## config.mk

```make
export PLATFORM = sky130hd
export DESIGN_NAME = pcr_hub_port_cfg
export DESIGN_NICKNAME = d
export VERILOG_FILES = /design/src/pcr_pkg.sv /design/src/pcr_port_if.sv /design/src/pcr_remap.sv /design/src/pcr_led.sv /design/src/pcr_hub_port_cfg.sv
export SDC_FILE = /design/constraint.sdc
export NUM_CORES = 1
export LEC_CHECK = 0
export BUFFER_PORTS_ARGS = -buffer_cell sky130_fd_sc_hd__buf_4
export CAP_MARGIN = 20
export CORE_AREA = 2 2 92 94
export CTS_CLUSTER_SIZE = 8
export DETAILED_ROUTE_END_ITERATION = 8
export DIE_AREA = 0 0 94 96
export PLACE_DENSITY = 0.78
export REMOVE_ABC_BUFFERS = 1
export SLEW_MARGIN = 20
export SYNTH_ARGS = -nofsm -noshare
export SYNTH_HDL_FRONTEND = slang
export SYNTH_SLANG_ARGS = --single-unit
```

## constraint.sdc

```tcl
create_clock -name CLK_IN -period 6.1 [get_ports CLK_IN]
set_clock_uncertainty 0.05 [all_clocks]
set_input_delay 0.61 -clock CLK_IN [delete_from_list [all_inputs] [get_ports CLK_IN]]
set_output_delay 0.61 -clock CLK_IN [all_outputs]
set_load 0.01 [all_outputs]
```

## src/pcr_pkg.sv

```systemverilog
// Constants, types and helpers shared by the hub port configuration block.
// Assumes one 200 MHz clock domain; registers are 8 bits wide.
package pcr_pkg;

    localparam int PCR_NUM_PORTS = 7;

    typedef logic [7:1]      pcr_ports_type;
    typedef logic [2:0]      pcr_pnum_type;
    typedef logic [7:1][2:0] pcr_pnums_type;

    // Register offsets on the configuration port
    localparam logic [7:0] PCR_OFS_CFG3  = 8'h08;
    localparam logic [7:0] PCR_OFS_FIXED = 8'h09;
    localparam logic [7:0] PCR_OFS_SPOFF = 8'h0A;

    // Values after reset
    localparam logic [7:0] PCR_CFG3_RST  = 8'h00;
    localparam logic [7:0] PCR_FIXED_RST = 8'h00;
    localparam logic [7:0] PCR_SPOFF_RST = 8'h00;

    // Writable bits; the rest read as zero
    localparam logic [7:0] PCR_CFG3_WMASK = 8'h0F;
    localparam logic [7:0] PCR_PORT_WMASK = 8'hFE;

    // Field positions in config_byte_three
    localparam int PCR_REMAP_BIT  = 3;
    localparam int PCR_LED_LSB    = 1;
    localparam int PCR_STRING_BIT = 0;

    // Indicator mode codes
    localparam logic [1:0] PCR_LED_SPEED = 2'h1;

    // Fixed device masks chosen by the two straps
    localparam logic [7:0] PCR_STRAP_NR0 = 8'h00;
    localparam logic [7:0] PCR_STRAP_NR1 = 8'h02;
    localparam logic [7:0] PCR_STRAP_NR2 = 8'h06;
    localparam logic [7:0] PCR_STRAP_NR3 = 8'h0E;

    function automatic pcr_pnum_type pcr_count_ones(input pcr_ports_type v);
        pcr_pnum_type c;
        c = 3'h0;
        for (int i = 1; i <= PCR_NUM_PORTS; i++) begin
            c = c + {2'h0, v[i]};
        end
        return c;
    endfunction : pcr_count_ones

    function automatic logic [7:0] pcr_strap_mask(input logic [1:0] s);
        unique case (s)
            2'h0: return PCR_STRAP_NR0;
            2'h1: return PCR_STRAP_NR1;
            2'h2: return PCR_STRAP_NR2;
            2'h3: return PCR_STRAP_NR3;
        endcase
    endfunction : pcr_strap_mask

endpackage : pcr_pkg

```

## src/pcr_port_if.sv

```systemverilog
// Port state shared between the configuration top and its helpers.
// Assumes all members belong to the single block clock.
`timescale 1ns/1ps
interface pcr_port_if;
    import pcr_pkg::*;
    pcr_ports_type active;     // Ports visible to the host
    logic          speed_mode; // Indicators show link speed
    pcr_pnum_type  port_count; // Count of visible ports
    pcr_pnums_type log_num;    // Host number per physical port, 0 if hidden

    modport ctrl  (output active, output speed_mode, input port_count, input log_num);
    modport remap (input active, output port_count, output log_num);
    modport led   (input active, input speed_mode);
endinterface : pcr_port_if

```

## src/pcr_remap.sv

```systemverilog
// Packs visible ports into consecutive host numbers from 1 upward.
// Assumes the active mask is stable logic of the block clock.
`timescale 1ns/1ps
module pcr_remap
    import pcr_pkg::*;
(
    pcr_port_if.remap pif // Port state
);
    pcr_pnum_type run_c;

    always_comb begin
        run_c = 3'h0;
        pif.log_num = '0;
        for (int p = 1; p <= PCR_NUM_PORTS; p++) begin
            if (pif.active[p]) begin
                run_c = run_c + 3'h1;
                pif.log_num[p] = run_c;
            end
        end
    end

    assign pif.port_count = pcr_count_ones(pif.active);
endmodule : pcr_remap

```

## src/pcr_led.sv

```systemverilog
// Per-port indicator drivers, active low, registered.
// Assumes status inputs come from hub logic on the same clock.
`timescale 1ns/1ps
module pcr_led
    import pcr_pkg::*;
(
    input  wire logic    clk_in,    // Block clock
    input  wire logic    rst_n_in,  // Async reset, active low
    pcr_port_if.led      pif,       // Port state
    input  pcr_ports_type green_in, // USB mode green request
    input  pcr_ports_type amber_in, // USB mode amber request
    input  pcr_ports_type hs_in,    // High speed link per port
    input  pcr_ports_type fs_in,    // Full speed link per port
    output pcr_ports_type a_n_out,  // Indicator A, low lit
    output pcr_ports_type b_n_out   // Indicator B, low lit
);
    pcr_ports_type a_n_q;
    pcr_ports_type b_n_q;

    // Hidden ports stay dark so a disabled socket never looks alive
    always_ff @(posedge clk_in or negedge rst_n_in) begin
        if (!rst_n_in) begin
            a_n_q <= 7'h7F;
            b_n_q <= 7'h7F;
        end else if (pif.speed_mode) begin
            a_n_q <= ~(hs_in & pif.active);
            b_n_q <= ~(fs_in & pif.active);
        end else begin
            a_n_q <= ~(green_in & pif.active);
            b_n_q <= ~(amber_in & pif.active);
        end
    end

    assign a_n_out = a_n_q;
    assign b_n_out = b_n_q;
endmodule : pcr_led

```

## src/pcr_hub_port_cfg.sv

```systemverilog
// Port configuration registers of a seven-port hub and the derived port view.
// Assumes a loader (EEPROM or SMBus engine) on the same clock drives the
// config port; strap and power pins are asynchronous and get synchronised.
`timescale 1ns/1ps
module pcr_hub_port_cfg
    import pcr_pkg::*;
(
    input  wire logic    CLK_IN,                 // 200 MHz block clock
    input  wire logic    RST_N_IN,               // Async reset, active low
    input  wire logic    CFG_WE_IN,              // Register write strobe
    input  wire logic [7:0] CFG_ADDR_IN,         // Write offset
    input  wire logic [7:0] CFG_WDATA_IN,        // Write data
    input  wire logic [7:0] CFG_RADDR_IN,        // Read offset
    output logic [7:0]   CFG_RDATA_OUT,          // Read data, one cycle later
    input  wire logic    STRAP_MODE_IN,          // Pin: use strap defaults
    input  wire logic [1:0] FIXED_DEVICE_STRAPS_IN, // Pins: fixed port straps
    input  wire logic    SELF_POWERED_IN,        // Pin: local power present
    input  wire logic    COMPOUND_CFG_IN,        // Compound flag from config
    input  pcr_ports_type LED_GREEN_IN,          // USB mode green request
    input  pcr_ports_type LED_AMBER_IN,          // USB mode amber request
    input  pcr_ports_type SPEED_HS_IN,           // High speed link per port
    input  pcr_ports_type SPEED_FS_IN,           // Full speed link per port
    output pcr_ports_type PORT_INDICATOR_A_N_OUT, // Indicator A, low lit
    output pcr_ports_type PORT_INDICATOR_B_N_OUT, // Indicator B, low lit
    output pcr_ports_type PORT_ACTIVE_OUT,       // Physical ports seen by host
    output pcr_pnum_type  PORT_COUNT_OUT,        // Reported port count
    output logic [20:0]   PORT_NUMBERS_OUT,      // Host number per port, 3 bits
    output logic [7:0]    FIXED_REPORT_OUT,      // Non-removable map, host order
    output logic          COMPOUND_OUT,          // Hub reports compound device
    output logic          LED_SUPPORT_OUT,       // Hub advertises indicators
    output logic          STRING_EN_OUT,         // String descriptors served
    output logic          REMAP_MODE_OUT         // Port re-map mode selected
);
    logic [7:0]    cfg3_q;
    logic [7:0]    fixed_q;
    logic [7:0]    spoff_q;
    logic [7:0]    rdata_q;
    logic          strap_s1_q;
    logic          strap_s2_q;
    logic [1:0]    straps_s1_q;
    logic [1:0]    straps_s2_q;
    logic          selfp_s1_q;
    logic          selfp_s2_q;
    logic [7:0]    fixed_eff;
    logic          remap_sel;
    logic [1:0]    led_field;
    logic          speed_sel;
    pcr_ports_type active_d;
    logic [7:0]    report_d;
    pcr_ports_type active_q;
    pcr_pnum_type  count_q;
    logic [20:0]   numbers_q;
    logic [7:0]    report_q;
    logic          compound_q;
    logic          led_sup_q;
    logic          string_q;
    logic          remap_q;

    pcr_port_if pif ();

    // Configuration writes; reserved bits are never stored
    always_ff @(posedge CLK_IN or negedge RST_N_IN) begin
        if (!RST_N_IN) begin
            cfg3_q  <= PCR_CFG3_RST;
            fixed_q <= PCR_FIXED_RST;
            spoff_q <= PCR_SPOFF_RST;
        end else if (CFG_WE_IN) begin
            if (CFG_ADDR_IN == PCR_OFS_CFG3) begin
                cfg3_q <= CFG_WDATA_IN & PCR_CFG3_WMASK;
            end
            if (CFG_ADDR_IN == PCR_OFS_FIXED) begin
                fixed_q <= CFG_WDATA_IN & PCR_PORT_WMASK;
            end
            if (CFG_ADDR_IN == PCR_OFS_SPOFF) begin
                spoff_q <= CFG_WDATA_IN & PCR_PORT_WMASK;
            end
        end
    end

    // Read back; unmapped offsets answer zero
    always_ff @(posedge CLK_IN or negedge RST_N_IN) begin
        if (!RST_N_IN) begin
            rdata_q <= 8'h00;
        end else begin
            unique case (CFG_RADDR_IN)
                PCR_OFS_CFG3:  rdata_q <= cfg3_q;
                PCR_OFS_FIXED: rdata_q <= fixed_q;
                PCR_OFS_SPOFF: rdata_q <= spoff_q;
                default:       rdata_q <= 8'h00;
            endcase
        end
    end

    // Pin synchronisers
    always_ff @(posedge CLK_IN or negedge RST_N_IN) begin
        if (!RST_N_IN) begin
            strap_s1_q  <= 1'b0;
            strap_s2_q  <= 1'b0;
            straps_s1_q <= 2'h0;
            straps_s2_q <= 2'h0;
            selfp_s1_q  <= 1'b0;
            selfp_s2_q  <= 1'b0;
        end else begin
            strap_s1_q  <= STRAP_MODE_IN;
            strap_s2_q  <= strap_s1_q;
            straps_s1_q <= FIXED_DEVICE_STRAPS_IN;
            straps_s2_q <= straps_s1_q;
            selfp_s1_q  <= SELF_POWERED_IN;
            selfp_s2_q  <= selfp_s1_q;
        end
    end

    // Straps replace the register so a hub without EEPROM still reports fixed ports
    assign fixed_eff = strap_s2_q ? pcr_strap_mask(straps_s2_q) : fixed_q;
    assign remap_sel = cfg3_q[PCR_REMAP_BIT];
    assign led_field = cfg3_q[PCR_LED_LSB +: 2];
    assign speed_sel = (led_field == PCR_LED_SPEED);

    // Re-map mode uses its own method, so the disable mask is not applied there.
    // Bus-powered disable lives outside this block; all ports stay visible then.
    assign active_d = (selfp_s2_q && !remap_sel) ? ~spoff_q[7:1] : 7'h7F;

    assign pif.active     = active_d;
    assign pif.speed_mode = speed_sel;

    // Fixed device map in host numbering, only for visible ports
    always_comb begin
        report_d = 8'h00;
        for (int p = 1; p <= PCR_NUM_PORTS; p++) begin
            if (active_d[p] && fixed_eff[p]) begin
                report_d[pif.log_num[p]] = 1'b1;
            end
        end
    end

    pcr_remap u_remap (
        .pif (pif.remap)
    );

    pcr_led u_led (
        .clk_in   (CLK_IN),
        .rst_n_in (RST_N_IN),
        .pif      (pif.led),
        .green_in (LED_GREEN_IN),
        .amber_in (LED_AMBER_IN),
        .hs_in    (SPEED_HS_IN),
        .fs_in    (SPEED_FS_IN),
        .a_n_out  (PORT_INDICATOR_A_N_OUT),
        .b_n_out  (PORT_INDICATOR_B_N_OUT)
    );

    // Descriptor-facing outputs, registered one cycle after the settings change
    always_ff @(posedge CLK_IN or negedge RST_N_IN) begin
        if (!RST_N_IN) begin
            active_q   <= 7'h00;
            count_q    <= 3'h0;
            numbers_q  <= 21'h00000;
            report_q   <= 8'h00;
            compound_q <= 1'b0;
            led_sup_q  <= 1'b0;
            string_q   <= 1'b0;
            remap_q    <= 1'b0;
        end else begin
            active_q   <= active_d;
            count_q    <= pif.port_count;
            numbers_q  <= pif.log_num;
            report_q   <= report_d;
            compound_q <= strap_s2_q ? (|fixed_eff) : COMPOUND_CFG_IN;
            led_sup_q  <= !speed_sel;
            string_q   <= cfg3_q[PCR_STRING_BIT];
            remap_q    <= remap_sel;
        end
    end

    assign CFG_RDATA_OUT    = rdata_q;
    assign PORT_ACTIVE_OUT  = active_q;
    assign PORT_COUNT_OUT   = count_q;
    assign PORT_NUMBERS_OUT = numbers_q;
    assign FIXED_REPORT_OUT = report_q;
    assign COMPOUND_OUT     = compound_q;
    assign LED_SUPPORT_OUT  = led_sup_q;
    assign STRING_EN_OUT    = string_q;
    assign REMAP_MODE_OUT   = remap_q;
endmodule : pcr_hub_port_cfg

```

==> impl_metrics.tcl, run 1 <==
set metrics [dict create \
    outcome "finished clean" \
    timing.critical_path.from_type "flop" \
    sequentialPowerShare_pct 46.0 \
    cts_tree "yes" \
    final_period_minus_worst_setup_slack_ns 5.312 \
    h-tree-depth 3 \
    finish.net_count 521 \
    p_leak_nw 2.470 \
    final-seq-area_sq_um 2195 \
    ctsHoldBuffers 0 \
    setup-violations-final 0 \
    fin_tns_setup_ns 0 \
    yosysMostFrequentCell "dfrtp_1" \
    postSynthCellCount 326 \
    io_pins 125 \
    design_power_total_mw 1.403 \
    report.final.hold_viol_count 0 \
    critical_path.cell_chain "and2b_1, nand2_1, ha_1, xnor2_1, ha_1, nand2_1, o21ai_0, ha_1, and2_1, a31o_2, ha_1, and2_1, a31o_2, ha_1, xnor2_1, xnor3_2, a32oi_1, o211ai_1" \
    core_area_sq_um 8051 \
    cp.required_ns 6.27 \
    async_flop_share_pct 100.0 \
    p_sw_share_pct 25.75 \
    ant_nets 0 \
    fill_cells 636 \
    fin_hold_ws_ns 0.2434 \
    drt_drc_violations_left 0 \
    slew_headroom_pct 45.80 \
    numCtsBuffers 9 \
    dieWidth_um 94 \
    clk_transition_reported_paths_ns 0.08 \
    worstMarginPinSlew_ns 0.8131 \
    cpMostUsedCell "ha_1" \
    cts_buffer_depth 2 \
    critical_path_peak_fanout 11 \
    clock.fmax_mhz 188.3 \
    multi_input_area_sq_um 1625 \
    post_cts_buffers 0 \
    syn_area_per_cell_sq_um 12.15 \
    power_frac_clock_pct 33.1 \
    layout-drive-gt1-share_pct 42.09 \
    yosys.area.top_type "dfrtp_1" \
    seq_area_frac_synth_pct 55.42 \
    remaining_overflow_grt 0 \
    critPathSlowestCell "and2b_1" \
    finalCritPeriodShare_pct 87.08 \
    critical_path_class "reg2reg" \
    ys_types 56 \
    route.final.wire_length_um 8722 \
    num_vias 2855 \
    diodes 0 \
    grt_antenna_before_repair 0 \
    yosys.area.top_type_share_pct 46.13 \
    timing.final.max_slew_violations 0 \
    num_rows 33 \
    design.die.area_sq_um 9024 \
    power_switching_mw 0.3611 \
    worst_setup_path_end_kind "flop" \
    ys_ff_latch 87 \
    hold_path_class "in2async" \
    port_buffers 121 \
    post_cts_resized 0 \
    worst_path_largest_cell_delay_ns 0.47 \
    grt_max_degree 88 \
    viasPerCell 5.153 \
    die_h_um 96 \
    clock_latency_on_the_worst_skew_pair_ns 0.35 \
    powerDensity_nw_per_um2 272.5 \
    max_cap_viol_count 0 \
    postSynth.topFlopCell "dfrtp_1" \
    last_weighted_congestion_value_of_the_routability_driven_placer 0.8470 \
    synth_warnings 0 \
    power.combinational.fraction_pct 20.9 \
    dr.pass1.iters 4 \
    detailedPlacementHpwl_um 6550 \
    cell_types_with_the_largest_area_share_after_synthesis "dfrtp_1 (46%), dfstp_2 (9.3%), mux2_2 (9.1%)" \
    grt_setup_unrepaired "no" \
    cell_internal_power_dissipation_mw 1.042 \
    post_synth_edffs 0 \
    dr.first_iter.drc_count 131 \
    first_global_vias 2819 \
    post_synth_most_frequent_cells "dfrtp_1 (73), mux2_2 (32), nand2_1 (30)" \
    arrival_ns 5.48 \
    initial_core_util_pct 49.18 \
    synthesis.area_sq_um 3960 \
    wl_per_cell_um 15.74 \
    worst_ir_drop_vdd_mv 0.1393 \
    clock-root-buffer "clkbuf_8" \
    grt_first_pass_wirelength_um 13720 \
    grt_use_total_pct 19.95 \
    tritoncts_num_sinks 87 \
    relative_area_change_from_synthesis_to_final_layout_pct 29.98 \
]
cell usage in the layout, fill, tap and decap left out, types with 9 or more instances in the layout:
cell type  count
mux2_2        32
clkbuf_8       9
dfrtp_1       73
dfstp_2       14
nor2_1        23
a21oi_1       11
inv_1         12
buf_4        120
ha_1          15
nand2_1       30
cell type report:
class | count | area share (%)
tap | 105 | 2.552
timing repair buffer | 121 | 17.72
inverter | 13 | 1.045
multi-input combinational | 212 | 31.58
clock buffer | 12 | 2.625
sequential | 87 | 42.63
clock inverter | 4 | 1.847
final timing paths:
path,start,endpoint,slack (ns),cells after the start
setup reg to reg,cfg3_q[3]$_DFFE_PN0P_,FIXED_REPORT_OUT[1]$_DFF_PN0_,0.79,18
setup / recovery,cfg3_q[3]$_DFFE_PN0P_,FIXED_REPORT_OUT[1]$_DFF_PN0_,0.79,18
max in group asynchronous,RST_N_IN,PORT_NUMBERS_OUT[6]$_DFF_PN0_,5.23,1
hold / removal,RST_N_IN,LED_SUPPORT_OUT$_DFF_PN0_,0.24,1
min in group CLK_IN,strap_s1_q$_DFF_PN0_,strap_s2_q$_DFF_PN0_,0.30,0
hold reg to reg,strap_s1_q$_DFF_PN0_,strap_s2_q$_DFF_PN0_,0.30,0
cell families (layout without fill, tap and decap cells):
kind of cell    count (synthesis)  after routing  share of synthesized area (%)
other cells                     1              3                        0.09470
compound gates                 39             39                          6.983
mux                            36             36                          10.11
flops                          87             87                          55.42
fa+ha+maj                      17             17                          5.750
xor+xnor                       10             10                          3.412
buf+inv                        29            150                          3.728
simple gates                  107            107                          14.50
per-stage QoR:
step	utilization (%)	instance area (sq um)	cells	setup slack, ns
floorplan	-	3874	312	1.398
global placement	61.03	4913	538	0.9826
detailed placement	61.03	4913	538	0.8565
CTS	63.89	5144	554	0.8158
global route	63.93	5147	554	0.4232
finish	63.93	5147	554	0.7881
critical path: cells and delay by family, from the launching register on:
family	cells	cell delay, ns
compound gates	5	0.93
xor+xnor	3	0.92
fa+ha+maj	5	1.61
flops	1	0.44
simple gates	5	1.22
flip-flops by register name, indices dropped and copies added, names as in the netlist, 4 cells and up:
name and cells:
CFG_RDATA_OUT 8, PORT_ACTIVE_OUT 7, cfg3_q 4, u_led.b_n_out 7, FIXED_REPORT_OUT 8, fixed_q 7, spoff_q 7, PORT_NUMBERS_OUT 17
u_led.a_n_out 7
per-layer routing:
metal / track usage [%] / vias to the layer above / wire length (um)
met1: 25.35 / 1389 / 3568
met4: 7.488 / 0 / 166
met5: 0 / - / 0
li1: - / 1363 / -
met3: 3.994 / 19 / 412
met2: 33.99 / 84 / 4575
power groups by stage:
stage	Sequential, mW	Clock, mW	Combinational, mW
2_1_floorplan	0.673	0	0.138
4_1_cts	0.646	0.470	0.294
5_1_grt	0.650	0.495	0.320
6_report	0.646	0.464	0.293
3_5_place_dp	0.657	0	0.293
3_3_place_gp	0.656	0	0.288
Note: power is estimated with default switching activity, not from simulation.
==> inputs of run 2 (changes only) <==
RECOVER_POWER = 25   (was unset)
==> impl_metrics.tcl, run 2 (synthesized netlist as in run 1, its figures left out) <==
set metrics [dict create \
    timing.critical_path.from_type "flop" \
    powerDensity_nw_per_um2 272.8 \
    finish.net_count 521 \
    first_global_vias 2819 \
    grt_use_met1_pct 25.35 \
    cts_buffer_depth 2 \
    diodes 0 \
    number_of_flip_flops_under_the_largest_register_name 17 \
    last_weighted_congestion_value_of_the_routability_driven_placer 0.8470 \
    dp_cells 538 \
    tritoncts_num_sinks 87 \
    p_leak_nw 2.464 \
    reg2reg_setup_slack_ns 0.79 \
    finalWorstSetupSlack_ns 0.7941 \
    finalCritPeriodShare_pct 86.98 \
    cp-endpoint "FIXED_REPORT_OUT[1]$_DFF_PN0_" \
    detailedPlacementHpwl_um 6550 \
    clk_transition_reported_paths_ns 0.08 \
    failed_checks "capacitance limit, slew limit" \
    critical_path_class "reg2reg" \
    placement.cell_area_sq_um 4913 \
    h-tree-depth 3 \
    fin_tns_setup_ns 0 \
    critPathSlowestCell "and2b_1" \
    num_vias 2867 \
    clock_latency_on_the_worst_skew_pair_ns 0.35 \
    hold_path_class "reg2reg" \
    grt_first_pass_wirelength_um 13720 \
    worst_r2r_endpoint "FIXED_REPORT_OUT[1]$_DFF_PN0_" \
    ant_nets 0 \
    timing.critical_path.buf_inv 0 \
    numCtsBuffers 9 \
    cts_tree "yes" \
    max_cap_viol_count 1 \
    outcome "finished, violations left" \
    setup-violations-final 0 \
    critical_path.cell_chain "and2b_1, nand2_1, ha_1, xnor2_1, ha_1, nand2_1, o21ai_0, ha_1, and2_1, a31o_2, ha_1, and2_1, a31o_2, ha_1, xnor2_1, xnor3_2, a32oi_1, o211ai_1" \
    core_area_sq_um 8051 \
    ctsHoldBuffers 0 \
    clock-root-buffer "clkbuf_8" \
    final_period_minus_worst_setup_slack_ns 5.306 \
    post_cts_resized 0 \
    post_placement_worst_setup_slack_ns 0.8565 \
    design_power_total_mw 1.402 \
    critical_path_peak_fanout 11 \
    layout_common_cells "buf_4 (116), dfrtp_1 (73), mux2_2 (32)" \
    grt.met2_usage_pct 33.99 \
    die_h_um 96 \
    ff2ff_path_depth 18 \
    num_rows 33 \
    layout-drive-gt1-share_pct 41.87 \
    grtUsageMet3_pct 3.994 \
    grt_antenna_before_repair 0 \
    finalNonFillerCells 554 \
    report.final.hold_viol_count 0 \
    remaining_overflow_grt 0 \
    port_buffers 121 \
    dr.first_iter.drc_count 110 \
    slew_headroom_pct -191.9 \
    clock.fmax_mhz 188.5 \
    io_pins 125 \
    arrival_ns 5.48 \
    most_common_library_cell_in_the_layout_ignoring_fill_and_taps "buf_4" \
    worst_setup_path_end_kind "flop" \
    worst_path_largest_cell_delay_ns 0.47 \
    timing.final.max_slew_violations 88 \
    cp.required_ns 6.27 \
    design.die.area_sq_um 9024 \
    post_cts_buffers 0 \
    crit-reg2reg-launch "cfg3_q[3]$_DFFE_PN0P_" \
    dr.pass1.iters 4 \
    worst_ir_drop_vdd_mv 0.1393 \
    finish.instance_area_sq_um 5140 \
    initial_core_util_pct 49.18 \
    route.final.wire_length_um 8721 \
    grt_use_total_pct 19.95 \
    relative_area_change_from_synthesis_to_final_layout_pct 29.79 \
    drt_drc_violations_left 0 \
    grt_max_degree 88 \
    dieWidth_um 94 \
    viasPerCell 5.175 \
    worstMarginPinSlew_ns 4.378 \
    grt_setup_unrepaired "no" \
    cpMostUsedCell "ha_1" \
    critical-path-top-delay-family "adder cells" \
    top_usage_layer "met2" \
    wl_per_cell_um 15.74 \
    critPathLaunch "cfg3_q[3]$_DFFE_PN0P_" \
    critical_path_depth 18 \
]
-- run 2: cell count changes in the layout (fill, tap and decap cells not counted) --
cell,previous run,this run
clkbuf_4,0,4
buf_4,120,116
buf_6,1,0
clkbuf_1,3,4
-- run 2: metal layers --
layer,share of wire (%),vias to the layer above,wire (um)
li1,-,1364,-
met1,41,1393,3549
met2,52,91,4571
met3,5.0,19,432
met4,1.9,0,167
met5,0,-,0
-- run 2: worst register-to-register path: stages, from the launching register on --
cell and delay [ns]:
dfrtp_1 0.44, and2b_1 0.47, nand2_1 0.28, ha_1 0.41
xnor2_1 0.29, ha_1 0.30, nand2_1 0.12, o21ai_0 0.16
ha_1 0.36, and2_1 0.16, a31o_2 0.23, ha_1 0.36
and2_1 0.19, a31o_2 0.21, ha_1 0.18, xnor2_1 0.25
xnor3_2 0.38, a32oi_1 0.20, o211ai_1 0.12
-- run 2: where the power goes --
| part | leakage [nW] | switching (mW) | total [mW] | internal, mW |
|---|---|---|---|---|
| combinational | 1.31 | 0.149 | 0.292 | 0.143 |
| clock | 0.115 | 0.192 | 0.464 | 0.272 |
| sequential | 1.04 | 0.0199 | 0.646 | 0.626 |
| total | 2.46 | 0.361 | 1.40 | 1.04 |
-- run 2: metrics by stage --
step / hold WS (ns) / util (%)
global placement: 0.2824 / 61.03
global route: 0.3126 / 63.84
floorplan: 0.2644 / -
CTS: 0.3001 / 63.89
finish: 0.3006 / 63.84
detailed placement: 0.2847 / 61.03
-- run 2: worst min-delay path by stage --
stage                        startpoint                    endpoint  cells past startpoint
2_1_floorplan                  RST_N_IN  CFG_RDATA_OUT[0]$_DFF_PN0_                      0
3_3_place_gp   straps_s1_q[0]$_DFF_PN0_    straps_s2_q[0]$_DFF_PN0_                      0
3_5_place_dp   straps_s1_q[1]$_DFF_PN0_    straps_s2_q[1]$_DFF_PN0_                      0
4_1_cts                 SELF_POWERED_IN        selfp_s1_q$_DFF_PN0_                      1
5_1_grt        straps_s1_q[0]$_DFF_PN0_    straps_s2_q[0]$_DFF_PN0_                      0
6_report           strap_s1_q$_DFF_PN0_        strap_s2_q$_DFF_PN0_                      0
-- run 2: final cells by class --
class | count | area, sq um
inverter | 13 | 53.80
multi-input combinational | 212 | 1625
clock inverter | 4 | 95.09
timing repair buffer | 121 | 904.6
fill | 638 | 2912
tap | 105 | 131.4
clock buffer | 12 | 135.1
sequential | 87 | 2195
